### config.mk
export PLATFORM = sky130hd
export DESIGN_NAME = pdmac_top
export DESIGN_NICKNAME = d
export VERILOG_FILES = /design/src/pdmac_pkg.sv /design/src/pdmac_arb.sv /design/src/pdmac_chan.sv /design/src/pdmac_top.sv
export SDC_FILE = /design/constraint.sdc
export NUM_CORES = 2
export LEC_CHECK = 0
export ABC_AREA = 1
export BUFFER_PORTS_ARGS = -buffer_cell sky130_fd_sc_hd__buf_2
export CAP_MARGIN = 30
export CELL_PAD_IN_SITES_DETAIL_PLACEMENT = 1
export CELL_PAD_IN_SITES_GLOBAL_PLACEMENT = 1
export CORE_MARGIN = 10
export CORE_UTILIZATION = 45
export DETAILED_ROUTE_END_ITERATION = 8
export PLACE_DENSITY_LB_ADDON = 0.3
export SLEW_MARGIN = 30
export SYNTH_ARGS = -nofsm -noshare
export SYNTH_HDL_FRONTEND = slang
export SYNTH_SLANG_ARGS = --single-unit
export TNS_END_PERCENT = 100
### constraint.sdc
create_clock -name core_clk -period 34.8 [get_ports core_clk]
set_input_delay 5.22 -clock core_clk [delete_from_list [all_inputs] [get_ports core_clk]]
set_output_delay 5.22 -clock core_clk [all_outputs]
set_load 0.1 [all_outputs]
### src/pdmac_pkg.sv
package pdmac_pkg;
	// ************************************************************
	// Sizes
	// ************************************************************
	localparam int NUM_CH    = 8;
	localparam int REQ_LINES = 128;
	localparam int SEL_W     = 7;
	localparam int LEN_W     = 10;
	localparam int ADDR_W    = 7;

	// ************************************************************
	// Register map, word index on the register port
	// ************************************************************
	localparam logic [2:0] SLOT_CTL = 3'h0;
	localparam logic [2:0] SLOT_SEL = 3'h1;
	localparam logic [2:0] SLOT_PRI = 3'h2;
	localparam logic [2:0] SLOT_SEC = 3'h3;
	localparam logic [2:0] SLOT_PER = 3'h4;
	localparam logic [2:0] SLOT_LEN = 3'h5;
	localparam logic [6:0] REG_COLL = 7'h40;
	localparam logic [6:0] REG_STAT = 7'h41;

	// ************************************************************
	// Fields and reset values
	// ************************************************************
	localparam int FORCE_POS = 15;
	localparam int OM_ONESHOT_BIT = 0;
	localparam int OM_PINGPONG_BIT = 1;
	localparam logic [15:0] CTL_WMASK = 16'hf833;
	localparam logic [15:0] REG_RESET = 16'h0000;
	localparam logic [15:0] IND_MASK  = 16'h07ff;
	localparam logic [1:0] AS_POSTINC = 2'h0;
	localparam logic [1:0] AS_FIXED   = 2'h1;
	localparam logic [1:0] AS_PERIND  = 2'h2;

	// Channel control word, bit 15 down to bit 0
	typedef struct packed {
		logic       channel_enable;
		logic       byte_size;
		logic       ram_to_per;
		logic       half_irq;
		logic       blank_peripheral_write;
		logic [4:0] rsv_hi;
		logic [1:0] address_scheme;
		logic [1:0] rsv_lo;
		logic [1:0] op_mode;
	} pdmac_ctl_t;

	// One request on a transfer bus
	typedef struct packed {
		logic [15:0] addr;
		logic [15:0] data;
		logic        rd;
		logic        wr;
		logic        byte_size;
	} pdmac_req_t;
endpackage

### src/pdmac_arb.sv
`timescale 1ns/1ps
module pdmac_arb #(
	parameter int N = 8
) (
	input  wire logic [N-1:0]         req,
	output logic      [N-1:0]         grant,
	output logic      [$clog2(N)-1:0] idx,
	output logic                      valid
);
	localparam int IW = $clog2(N);

	generate
		if (N < 2) begin : g_bad
			$error("pdmac_arb needs at least two requesters");
		end
	endgenerate

	// Fixed priority, channel 0 highest; low numbers may starve others
	always_comb begin
		grant = '0;
		idx   = '0;
		valid = 1'b0;
		for (int i = N - 1; i >= 0; i--) begin
			if (req[i]) begin
				grant    = '0;
				grant[i] = 1'b1;
				idx      = IW'(i);
				valid    = 1'b1;
			end
		end
	end
endmodule

### src/pdmac_chan.sv
`timescale 1ns/1ps
module pdmac_chan (
	input  wire logic                     core_clk,
	input  wire logic                     rst,
	input  wire pdmac_pkg::pdmac_ctl_t    ctl,
	input  wire logic [15:0]              pri_start,
	input  wire logic [15:0]              sec_start,
	input  wire logic [pdmac_pkg::LEN_W-1:0] last_idx,
	input  wire logic [15:0]              ind_addr,
	input  wire logic                     req_hit,
	input  wire logic                     force_set,
	input  wire logic                     grant,
	input  wire logic                     xfer_done,
	output logic                          pending,
	output logic                          force_bit,
	output logic                          active,
	output logic [15:0]                   ram_addr,
	output logic                          block_irq
);
	logic pend_reg, pend_next, force_reg, force_next;
	logic pp_reg, pp_next, stop_reg, stop_next, en_d_reg;
	logic irq_reg, irq_next;
	logic [pdmac_pkg::LEN_W-1:0] cnt_reg, cnt_next;
	logic [15:0] ptr_reg, ptr_next, base;
	logic start, last, half_pt, ping, once;

	assign start   = ctl.channel_enable & ~en_d_reg;
	assign active  = ctl.channel_enable & ~stop_reg;
	assign last    = cnt_reg == last_idx;
	assign half_pt = cnt_reg == (last_idx >> 1);
	assign ping    = ctl.op_mode[pdmac_pkg::OM_PINGPONG_BIT];
	assign once    = ctl.op_mode[pdmac_pkg::OM_ONESHOT_BIT];
	assign pending   = pend_reg & active;
	assign force_bit = force_reg;
	assign block_irq = irq_reg;

	// Buffer base and scheme give the RAM address
	always_comb begin
		base = pp_reg ? sec_start : pri_start;
		case (ctl.address_scheme)
		pdmac_pkg::AS_POSTINC: ram_addr = base + ptr_reg;
		pdmac_pkg::AS_PERIND: ram_addr = (base & ~pdmac_pkg::IND_MASK) |
			(ind_addr & pdmac_pkg::IND_MASK);
		default: ram_addr = base;
		endcase
	end

	// Block progress; a new request beats a grant in the same cycle
	always_comb begin
		pend_next  = pend_reg;
		force_next = force_reg;
		cnt_next   = cnt_reg;
		ptr_next   = ptr_reg;
		pp_next    = pp_reg;
		stop_next  = stop_reg;
		irq_next   = 1'b0;
		if (grant)
			pend_next = 1'b0;
		if (active && (req_hit || force_set))
			pend_next = 1'b1;
		if (xfer_done)
			force_next = 1'b0;
		if (force_set)
			force_next = 1'b1;
		if (start) begin
			cnt_next  = '0;
			ptr_next  = '0;
			pp_next   = 1'b0;
			stop_next = 1'b0;
		end else if (xfer_done) begin
			irq_next = ctl.half_irq ? half_pt : last;
			if (last) begin
				cnt_next = '0;
				ptr_next = '0;
				if (ping)
					pp_next = ~pp_reg;
				if (once && (!ping || pp_reg))
					stop_next = 1'b1;
			end else begin
				cnt_next = cnt_reg + 1'b1;
				ptr_next = ptr_reg + (ctl.byte_size ? 16'h0001 : 16'h0002);
			end
		end
	end

	// Channel state registers
	always_ff @(posedge core_clk or posedge rst) begin
		if (rst) begin
			pend_reg  <= 1'b0;
			force_reg <= 1'b0;
			cnt_reg   <= '0;
			ptr_reg   <= 16'h0000;
			pp_reg    <= 1'b0;
			stop_reg  <= 1'b0;
			en_d_reg  <= 1'b0;
			irq_reg   <= 1'b0;
		end else begin
			pend_reg  <= pend_next;
			force_reg <= force_next;
			cnt_reg   <= cnt_next;
			ptr_reg   <= ptr_next;
			pp_reg    <= pp_next;
			stop_reg  <= stop_next;
			en_d_reg  <= ctl.channel_enable;
			irq_reg   <= irq_next;
		end
	end
endmodule

### src/pdmac_top.sv
// Notes on behaviour
// Eight identical channels, each with its own registers.
// Enable bit 15 makes a channel active; cleared keeps it idle.
// Size bit 14 chooses byte moves when set, word moves when clear.
// Direction set reads RAM, writes peripheral; clear does the reverse.
// Half select raises the block request at half block, else at end.
// Blank write with direction clear also writes zero to the peripheral.
// Scheme 00 post-increment, 01 fixed, 10 peripheral indirect, 11 reserved.
// Mode 00 continuous, 01 one-shot, 10 continuous ping-pong, 11 one-shot pp.
// One-shot stops after one block; in one-shot ping-pong the code stops after two blocks, primary then secondary.
// Continuous reloads the buffer start after each block.
// Ping-pong alternates primary and secondary starts per block.
// Each channel raises its own request at block end or half point.
// Transfers use dedicated buses, never the processor's.
// Any channel can be triggered by any peripheral request number.
// Peripheral indirect mixes peripheral address bits into RAM address.
// Blocks start on the selected request or on software force.
// Per channel control, select, two starts, peripheral, 10-bit length.
// Force makes one transfer, hardware clears it, zero writes do not.
// Seven-bit select chooses one of 128 request lines.
// Transfers per block equal length value plus one.
// Write collisions set per-channel flags that software only clears.
// Post-increment adds one after a byte, two after a word.
// Ping-pong starts on the primary buffer after reset or enable.
//
// Our own choices: the plain strobed port and the placing of the registers.
`timescale 1ns/1ps
module pdmac_top (
	input  wire logic                         core_clk,
	input  wire logic                         rst,
	input  wire logic [pdmac_pkg::ADDR_W-1:0] reg_addr,
	input  wire logic [15:0]                  reg_wdata,
	input  wire logic                         reg_wr,
	input  wire logic                         reg_rd,
	output logic      [15:0]                  reg_rdata,
	input  wire logic [pdmac_pkg::REQ_LINES-1:0] dreq,
	input  wire logic [15:0]                  per_ind_addr,
	input  wire logic [15:0]                  per_rdata,
	input  wire logic [15:0]                  ram_rdata,
	input  wire logic                         cpu_per_wr,
	input  wire logic [15:0]                  cpu_per_addr,
	input  wire logic                         cpu_ram_wr,
	input  wire logic [15:0]                  cpu_ram_addr,
	output pdmac_pkg::pdmac_req_t             per_req,
	output pdmac_pkg::pdmac_req_t             ram_req,
	output logic      [pdmac_pkg::NUM_CH-1:0] block_irq
);
	localparam int N = pdmac_pkg::NUM_CH;

	typedef enum {ENG_IDLE, ENG_READ, ENG_LATCH, ENG_WRITE} pdmac_eng_t;

	// ************************************************************
	// Register file
	// ************************************************************
	pdmac_pkg::pdmac_ctl_t ctl_reg [N];
	pdmac_pkg::pdmac_ctl_t ctl_next [N];
	logic [pdmac_pkg::SEL_W-1:0] sel_reg [N];
	logic [pdmac_pkg::SEL_W-1:0] sel_next [N];
	logic [15:0] pri_reg [N];
	logic [15:0] pri_next [N];
	logic [15:0] sec_reg [N];
	logic [15:0] sec_next [N];
	logic [15:0] pad_reg [N];
	logic [15:0] pad_next [N];
	logic [pdmac_pkg::LEN_W-1:0] len_reg [N];
	logic [pdmac_pkg::LEN_W-1:0] len_next [N];
	logic [15:0] coll_reg, coll_next, rdata_next;
	logic [N-1:0] pcol_ev, xcol_ev, force_set, force_vec, active_vec;
	logic [N-1:0] pend_vec, arb_grant, chan_grant, xfer_done;
	logic [15:0] ram_addr_vec [N];
	logic [2:0] arb_idx, rch;
	logic arb_valid, ch_wr;

	// ************************************************************
	// Transfer engine state
	// ************************************************************
	pdmac_eng_t state_reg, state_next;
	logic [2:0]  ch_reg, ch_next;
	logic [15:0] per_addr_reg, per_addr_next, ram_addr_reg, ram_addr_next;
	logic [15:0] data_reg, data_next, src_data;
	logic dir_reg, dir_next, bsize_reg, bsize_next, null_reg, null_next;

	assign rch   = reg_addr[5:3];
	assign ch_wr = reg_wr & ~reg_addr[6];

	// Software writes; the control word has reserved bits masked, select and length keep only their low bits
	always_comb begin
		for (int c = 0; c < N; c++) begin
			ctl_next[c] = ctl_reg[c];
			sel_next[c] = sel_reg[c];
			pri_next[c] = pri_reg[c];
			sec_next[c] = sec_reg[c];
			pad_next[c] = pad_reg[c];
			len_next[c] = len_reg[c];
			force_set[c] = ch_wr && rch == 3'(c) &&
				reg_addr[2:0] == pdmac_pkg::SLOT_SEL &&
				reg_wdata[pdmac_pkg::FORCE_POS];
			if (ch_wr && rch == 3'(c)) begin
				case (reg_addr[2:0])
				pdmac_pkg::SLOT_CTL: ctl_next[c] = pdmac_pkg::pdmac_ctl_t'(
					reg_wdata & pdmac_pkg::CTL_WMASK);
				pdmac_pkg::SLOT_SEL:
					sel_next[c] = reg_wdata[pdmac_pkg::SEL_W-1:0];
				pdmac_pkg::SLOT_PRI: pri_next[c] = reg_wdata;
				pdmac_pkg::SLOT_SEC: sec_next[c] = reg_wdata;
				pdmac_pkg::SLOT_PER: pad_next[c] = reg_wdata;
				pdmac_pkg::SLOT_LEN:
					len_next[c] = reg_wdata[pdmac_pkg::LEN_W-1:0];
				default: ;
				endcase
			end
		end
	end

	// Collision flags: writing zero clears, a new event still wins
	always_comb begin
		coll_next = coll_reg;
		if (reg_wr && reg_addr == pdmac_pkg::REG_COLL)
			coll_next = coll_reg & reg_wdata;
		coll_next = coll_next | {pcol_ev, xcol_ev};
	end

	// Read data stands one cycle after the strobe, zero elsewhere
	always_comb begin
		rdata_next = 16'h0000;
		if (reg_rd) begin
			if (reg_addr == pdmac_pkg::REG_COLL)
				rdata_next = coll_reg;
			else if (reg_addr == pdmac_pkg::REG_STAT)
				rdata_next = {5'h00, ch_reg, active_vec};
			else if (!reg_addr[6]) begin
				case (reg_addr[2:0])
				pdmac_pkg::SLOT_CTL: rdata_next = ctl_reg[rch];
				pdmac_pkg::SLOT_SEL:
					rdata_next = {force_vec[rch], 8'h00, sel_reg[rch]};
				pdmac_pkg::SLOT_PRI: rdata_next = pri_reg[rch];
				pdmac_pkg::SLOT_SEC: rdata_next = sec_reg[rch];
				pdmac_pkg::SLOT_PER: rdata_next = pad_reg[rch];
				pdmac_pkg::SLOT_LEN: rdata_next = {6'h00, len_reg[rch]};
				default: rdata_next = 16'h0000;
				endcase
			end
		end
	end

	// Register file storage
	always_ff @(posedge core_clk or posedge rst) begin
		if (rst) begin
			for (int c = 0; c < N; c++) begin
				ctl_reg[c] <= pdmac_pkg::pdmac_ctl_t'(pdmac_pkg::REG_RESET);
				sel_reg[c] <= '0;
				pri_reg[c] <= pdmac_pkg::REG_RESET;
				sec_reg[c] <= pdmac_pkg::REG_RESET;
				pad_reg[c] <= pdmac_pkg::REG_RESET;
				len_reg[c] <= '0;
			end
			coll_reg  <= pdmac_pkg::REG_RESET;
			reg_rdata <= 16'h0000;
		end else begin
			for (int c = 0; c < N; c++) begin
				ctl_reg[c] <= ctl_next[c];
				sel_reg[c] <= sel_next[c];
				pri_reg[c] <= pri_next[c];
				sec_reg[c] <= sec_next[c];
				pad_reg[c] <= pad_next[c];
				len_reg[c] <= len_next[c];
			end
			coll_reg  <= coll_next;
			reg_rdata <= rdata_next;
		end
	end

	// ************************************************************
	// Channels and arbitration
	// ************************************************************
	genvar gc;
	generate
		for (gc = 0; gc < N; gc++) begin : g_ch
			pdmac_chan u_chan (
				.core_clk  (core_clk),
				.rst       (rst),
				.ctl       (ctl_reg[gc]),
				.pri_start (pri_reg[gc]),
				.sec_start (sec_reg[gc]),
				.last_idx  (len_reg[gc]),
				.ind_addr  (per_ind_addr),
				.req_hit   (dreq[sel_reg[gc]]),
				.force_set (force_set[gc]),
				.grant     (chan_grant[gc]),
				.xfer_done (xfer_done[gc]),
				.pending   (pend_vec[gc]),
				.force_bit (force_vec[gc]),
				.active    (active_vec[gc]),
				.ram_addr  (ram_addr_vec[gc]),
				.block_irq (block_irq[gc])
			);
			assign xfer_done[gc] = state_reg == ENG_WRITE && ch_reg == 3'(gc);
		end
	endgenerate

	pdmac_arb #(.N(N)) u_arb (
		.req   (pend_vec),
		.grant (arb_grant),
		.idx   (arb_idx),
		.valid (arb_valid)
	);

	assign chan_grant = (state_reg == ENG_IDLE) ? arb_grant : '0;

	// ************************************************************
	// Transfer engine on its own peripheral and RAM buses
	// ************************************************************
	assign src_data = dir_reg ? ram_rdata : per_rdata;

	// Four steps per move: pick, read, capture, write
	always_comb begin
		state_next    = state_reg;
		ch_next       = ch_reg;
		per_addr_next = per_addr_reg;
		ram_addr_next = ram_addr_reg;
		dir_next      = dir_reg;
		bsize_next    = bsize_reg;
		null_next     = null_reg;
		data_next     = data_reg;
		case (state_reg)
		ENG_IDLE: if (arb_valid) begin
			ch_next       = arb_idx;
			per_addr_next = pad_reg[arb_idx];
			ram_addr_next = ram_addr_vec[arb_idx];
			dir_next      = ctl_reg[arb_idx].ram_to_per;
			bsize_next    = ctl_reg[arb_idx].byte_size;
			null_next     = ctl_reg[arb_idx].blank_peripheral_write &
				~ctl_reg[arb_idx].ram_to_per;
			state_next    = ENG_READ;
		end
		ENG_READ:  state_next = ENG_LATCH;
		ENG_LATCH: begin
			data_next  = bsize_reg ? {8'h00, src_data[7:0]} : src_data;
			state_next = ENG_WRITE;
		end
		ENG_WRITE: state_next = ENG_IDLE;
		default:   state_next = ENG_IDLE;
		endcase
	end

	// Engine registers
	always_ff @(posedge core_clk or posedge rst) begin
		if (rst) begin
			state_reg    <= ENG_IDLE;
			ch_reg       <= 3'h0;
			per_addr_reg <= 16'h0000;
			ram_addr_reg <= 16'h0000;
			dir_reg      <= 1'b0;
			bsize_reg    <= 1'b0;
			null_reg     <= 1'b0;
			data_reg     <= 16'h0000;
		end else begin
			state_reg    <= state_next;
			ch_reg       <= ch_next;
			per_addr_reg <= per_addr_next;
			ram_addr_reg <= ram_addr_next;
			dir_reg      <= dir_next;
			bsize_reg    <= bsize_next;
			null_reg     <= null_next;
			data_reg     <= data_next;
		end
	end

	// Bus strobes from state; the processor buses are never touched
	always_comb begin
		per_req.addr      = per_addr_reg;
		per_req.data      = null_reg ? 16'h0000 : data_reg;
		per_req.rd        = state_reg == ENG_READ && !dir_reg;
		per_req.wr        = state_reg == ENG_WRITE && (dir_reg || null_reg);
		per_req.byte_size = bsize_reg;
		ram_req.addr      = ram_addr_reg;
		ram_req.data      = data_reg;
		ram_req.rd        = state_reg == ENG_READ && dir_reg;
		ram_req.wr        = state_reg == ENG_WRITE && !dir_reg;
		ram_req.byte_size = bsize_reg;
	end

	// A processor write to the same target in our write cycle collides
	always_comb begin
		pcol_ev = '0;
		xcol_ev = '0;
		pcol_ev[ch_reg] = per_req.wr && cpu_per_wr &&
			cpu_per_addr == per_addr_reg;
		xcol_ev[ch_reg] = ram_req.wr && cpu_ram_wr &&
			cpu_ram_addr == ram_addr_reg;
	end
endmodule

==> summary.md <==
| Metric | Value |
|---|---|
| Layout area overhead | `9.35%` |
| Yosys Warn Count | `0` |
| Maxcap violations | `0` |
| Fmax | `0.109 GHz` |
| IO Pins | `331` |
| Largest net degree at the start of global routing | `162` |
| Top cell by count, worst path | `buf_4` |
| Worst Tran Pin Value | `1.18 ns` |
| Yosys cell types | `69` |
| TritonCTS clock tree | `done` |
| Hold Fails Final Rpt | `0` |
| WL final | `362000 um` |
| First-pass GRT wire length | `525000 um` |
| Antenna violations before repair | `79` |
| Fin nets | `10700` |
| Number of synthesized flops with an enable pin | `0` |
| Sequential element share of the synthesized area | `0.344` |
| Initial cell density of the core | `0.454` |
| Hold Crit Class | `register to register` |
| Top post-synthesis cells by area | `dfrtp_1 (34%), nand2_1 (20%), nand3_1 (9.5%)` |
| TNS Setup | `0 ns` |
| FF-to-FF path depth | `17` |
| Number of global-route vias before repair | `77900` |
| IO buf count | `325` |
| Ys flop type | `dfrtp_1` |
| Worst Path Buf+Inv | `4` |
| Core Region | `0.150 mm2` |
| Fin Hold WS | `0.411 ns` |
| Detail Route Antenna Nets | `0` |
| Area leader, netlist | `dfrtp_1` |
| Relative slew slack | `0.205` |
| Crit start category | `input port` |
| Clk_skew | `0.0698 ns` |
| Post-CTS Resized | `0` |
| Post-CTS Hold Fix Bufs | `0` |
| Routability cong. | `1.03` |
| Die width | `409 um` |
| Area of the multi-input gates | `0.0387 mm2` |
| Power Density | `54.8 mW/mm2` |
| Area share of the largest cell type after synthesis | `0.344` |
| Post-synth ARST share | `1.00` |
| Endpoints failing setup | `0` |
| Post-CTS Setup Inserts | `0` |
| Vias post-DR | `79800` |
| Post-synthesis cell count | `10400` |
| TritonRoute pass-1 iters | `9` |
| CTS Root Cell | `clkbuf_16` |
| Per-cell routed wire length | `29.1 um` |
| Row cnt | `142` |
| DR vias/cell | `6.41` |
| DRC viols | `0` |
| Mapped Area | `0.0681 mm2` |
| #FFs+latches synth | `936` |
| Layout cells sized above 1 | `0.0826` |
| Run status | `finished clean` |
| Worst path top cell family by delay | `buffers and inverters` |
| Unrepaired setup endpoints after global routing | `false` |
| Crit path max-delay cell type | `a21oi_1` |
| CTS buffer count | `109` |
| CP Capture Type | `register` |
| Clock latency on the worst-skew pair | `0.79 ns` |
| Worst Hold Depth | `0` |
| H-Tree Level Count | `3` |
| # fillers | `19900` |
| Worst EP required | `35.39 ns` |
| Critical-path maximum fanout | `40` |
| Initial DRC count | `10800` |
| Die Span Y | `409 um` |
| Cell Chain, Critical Path | `buf_2, nand2_4, clkinv_2, buf_4, buf_4, a22oi_1, nand3_1, o211ai_1, nand4_1, a21oi_1, nor2_1` |
| DP Area | `0.0704 mm2` |
| Final Cycle Share | `0.263` |
| Worst vdd ir | `0.0395 mV` |
| Clock transition at path regs | `0.06 ns` |
| Levels on crit path | `11` |
| Syn nets | `10800` |
| Shortest period the worst path allows | `9.17 ns` |
| Pins Over Slew Limit | `0` |
| CP arrival | `9.76 ns` |
| CTS max path bufs | `3` |
| Final Instance Area | `0.0745 mm2` |
| Grt ovf | `0` |
| Clk sink count | `936` |
| Global-route total usage across every layer | `0.414` |
| Setup CP Type | `input port to register` |
| Max incr delay on CP | `0.69 ns` |
| Leak pwr | `35.2 nW` |
| Avg Cell Area, Syn | `6.54 um2` |
| FF+latch area | `0.0234 mm2` |
| Total Die Area | `0.167 mm2` |
| Hpwl dp | `260000 um` |
final timing paths:
path | from | endpoint | slack [ns]
max | reg_addr[4] | reg_rdata[7]$_DFF_PP0_ | 25.63
min | ctl_reg[95]$_DFFE_PP0P_ | g_ch[2].u_chan.en_d_reg$_DFF_PP0_ | 0.41
max reg2reg | ctl_reg[63]$_DFFE_PP0P_ | ram_addr_reg[13]$_DFFE_PP0P_ | 29.94
min reg2reg | ctl_reg[95]$_DFFE_PP0P_ | g_ch[2].u_chan.en_d_reg$_DFF_PP0_ | 0.41
max in group asynchronous | rst | sel_reg[49]$_DFFE_PP0P_ | 27.49
min in group asynchronous | rst | g_ch[5].u_chan.cnt_reg[1]$_DFFE_PP0P_ | 4.56
kinds of logic (layout without fill, tap and decap cells):
family,count (synthesis),in the layout,synth area share
and+or+nand+nor,5882,5882,0.367
AOI/OAI and AO/OA,1784,1784,0.150
buffers and inverters,1523,1472,0.0906
xor gates and xnor gates,125,125,0.0161
adders and majority gates,164,164,0.0319
other,0,59,0
DFF,936,936,0.344
power by group:
part | internal [mW] | switching, mW | leakage (nW)
clock network | 0.720 | 0.532 | 1.86
logic | 0.327 | 1.17 | 20.6
registers | 1.20 | 0.137 | 12.7
total | 2.24 | 1.84 | 35.2
cell usage after synthesis (140+ instances only):
| master | count |
|---|---|
| o22ai_1 | 140 |
| nand2_1 | 3570 |
| dfrtp_1 | 936 |
| o21ai_0 | 934 |
| nand3_1 | 1299 |
| buf_2 | 149 |
| a21oi_1 | 294 |
| ha_1 | 148 |
| inv_1 | 759 |
| a22oi_1 | 141 |
| nor2_1 | 578 |
| clkbuf_1 | 403 |
cells in the final DEF, fill, tap and decap left out, types with 36 or more instances in the layout:
cell,instances
xor2_1,86
dfrtp_1,928
nand3_1,1299
nand2_2,36
xnor2_1,39
buf_2,326
inv_1,745
diode_2,59
clkbuf_16,110
nand4_1,114
o211ai_1,87
o21ai_0,929
ha_1,148
o22ai_1,140
nand2_1,3549
buf_4,134
nor2_1,572
nor3_1,117
o2111ai_1,47
a22oi_1,141
a21oi_1,294
layout make-up:
class	instances	area share
clock inverters	55	0.00988
well taps	2016	0.0339
repair buffers	475	0.0391
flip-flops and latches	936	0.315
diodes	59	0.00198
clock buffers	146	0.0413
multi-input cells	7955	0.519
inverters	796	0.0404
metrics by stage:
| step | utilization | instances | setup WS (ns) | total power, mW |
|---|---|---|---|---|
| finish | 0.496 | 12400 | 25.63 | 4.08 |
| global route | 0.496 | 12400 | 25.89 | 4.21 |
| CTS | 0.494 | 12400 | 26.26 | 4.02 |
| detailed placement | 0.469 | 12200 | 25.51 | 2.77 |
| global placement | 0.468 | 12200 | 25.52 | 2.72 |
| floorplan | - | 10400 | 3.26 | 2.25 |
metal layers:
metal  routed length (um)  vias up  GRT usage
met4                28100       22      0.272
li1                     -    34100          -
met3                49100     1292      0.155
met5                  230        -          0
met2               149000     4930      0.592
met1               136000    39400      0.520
(Power assumes the default switching activity.)
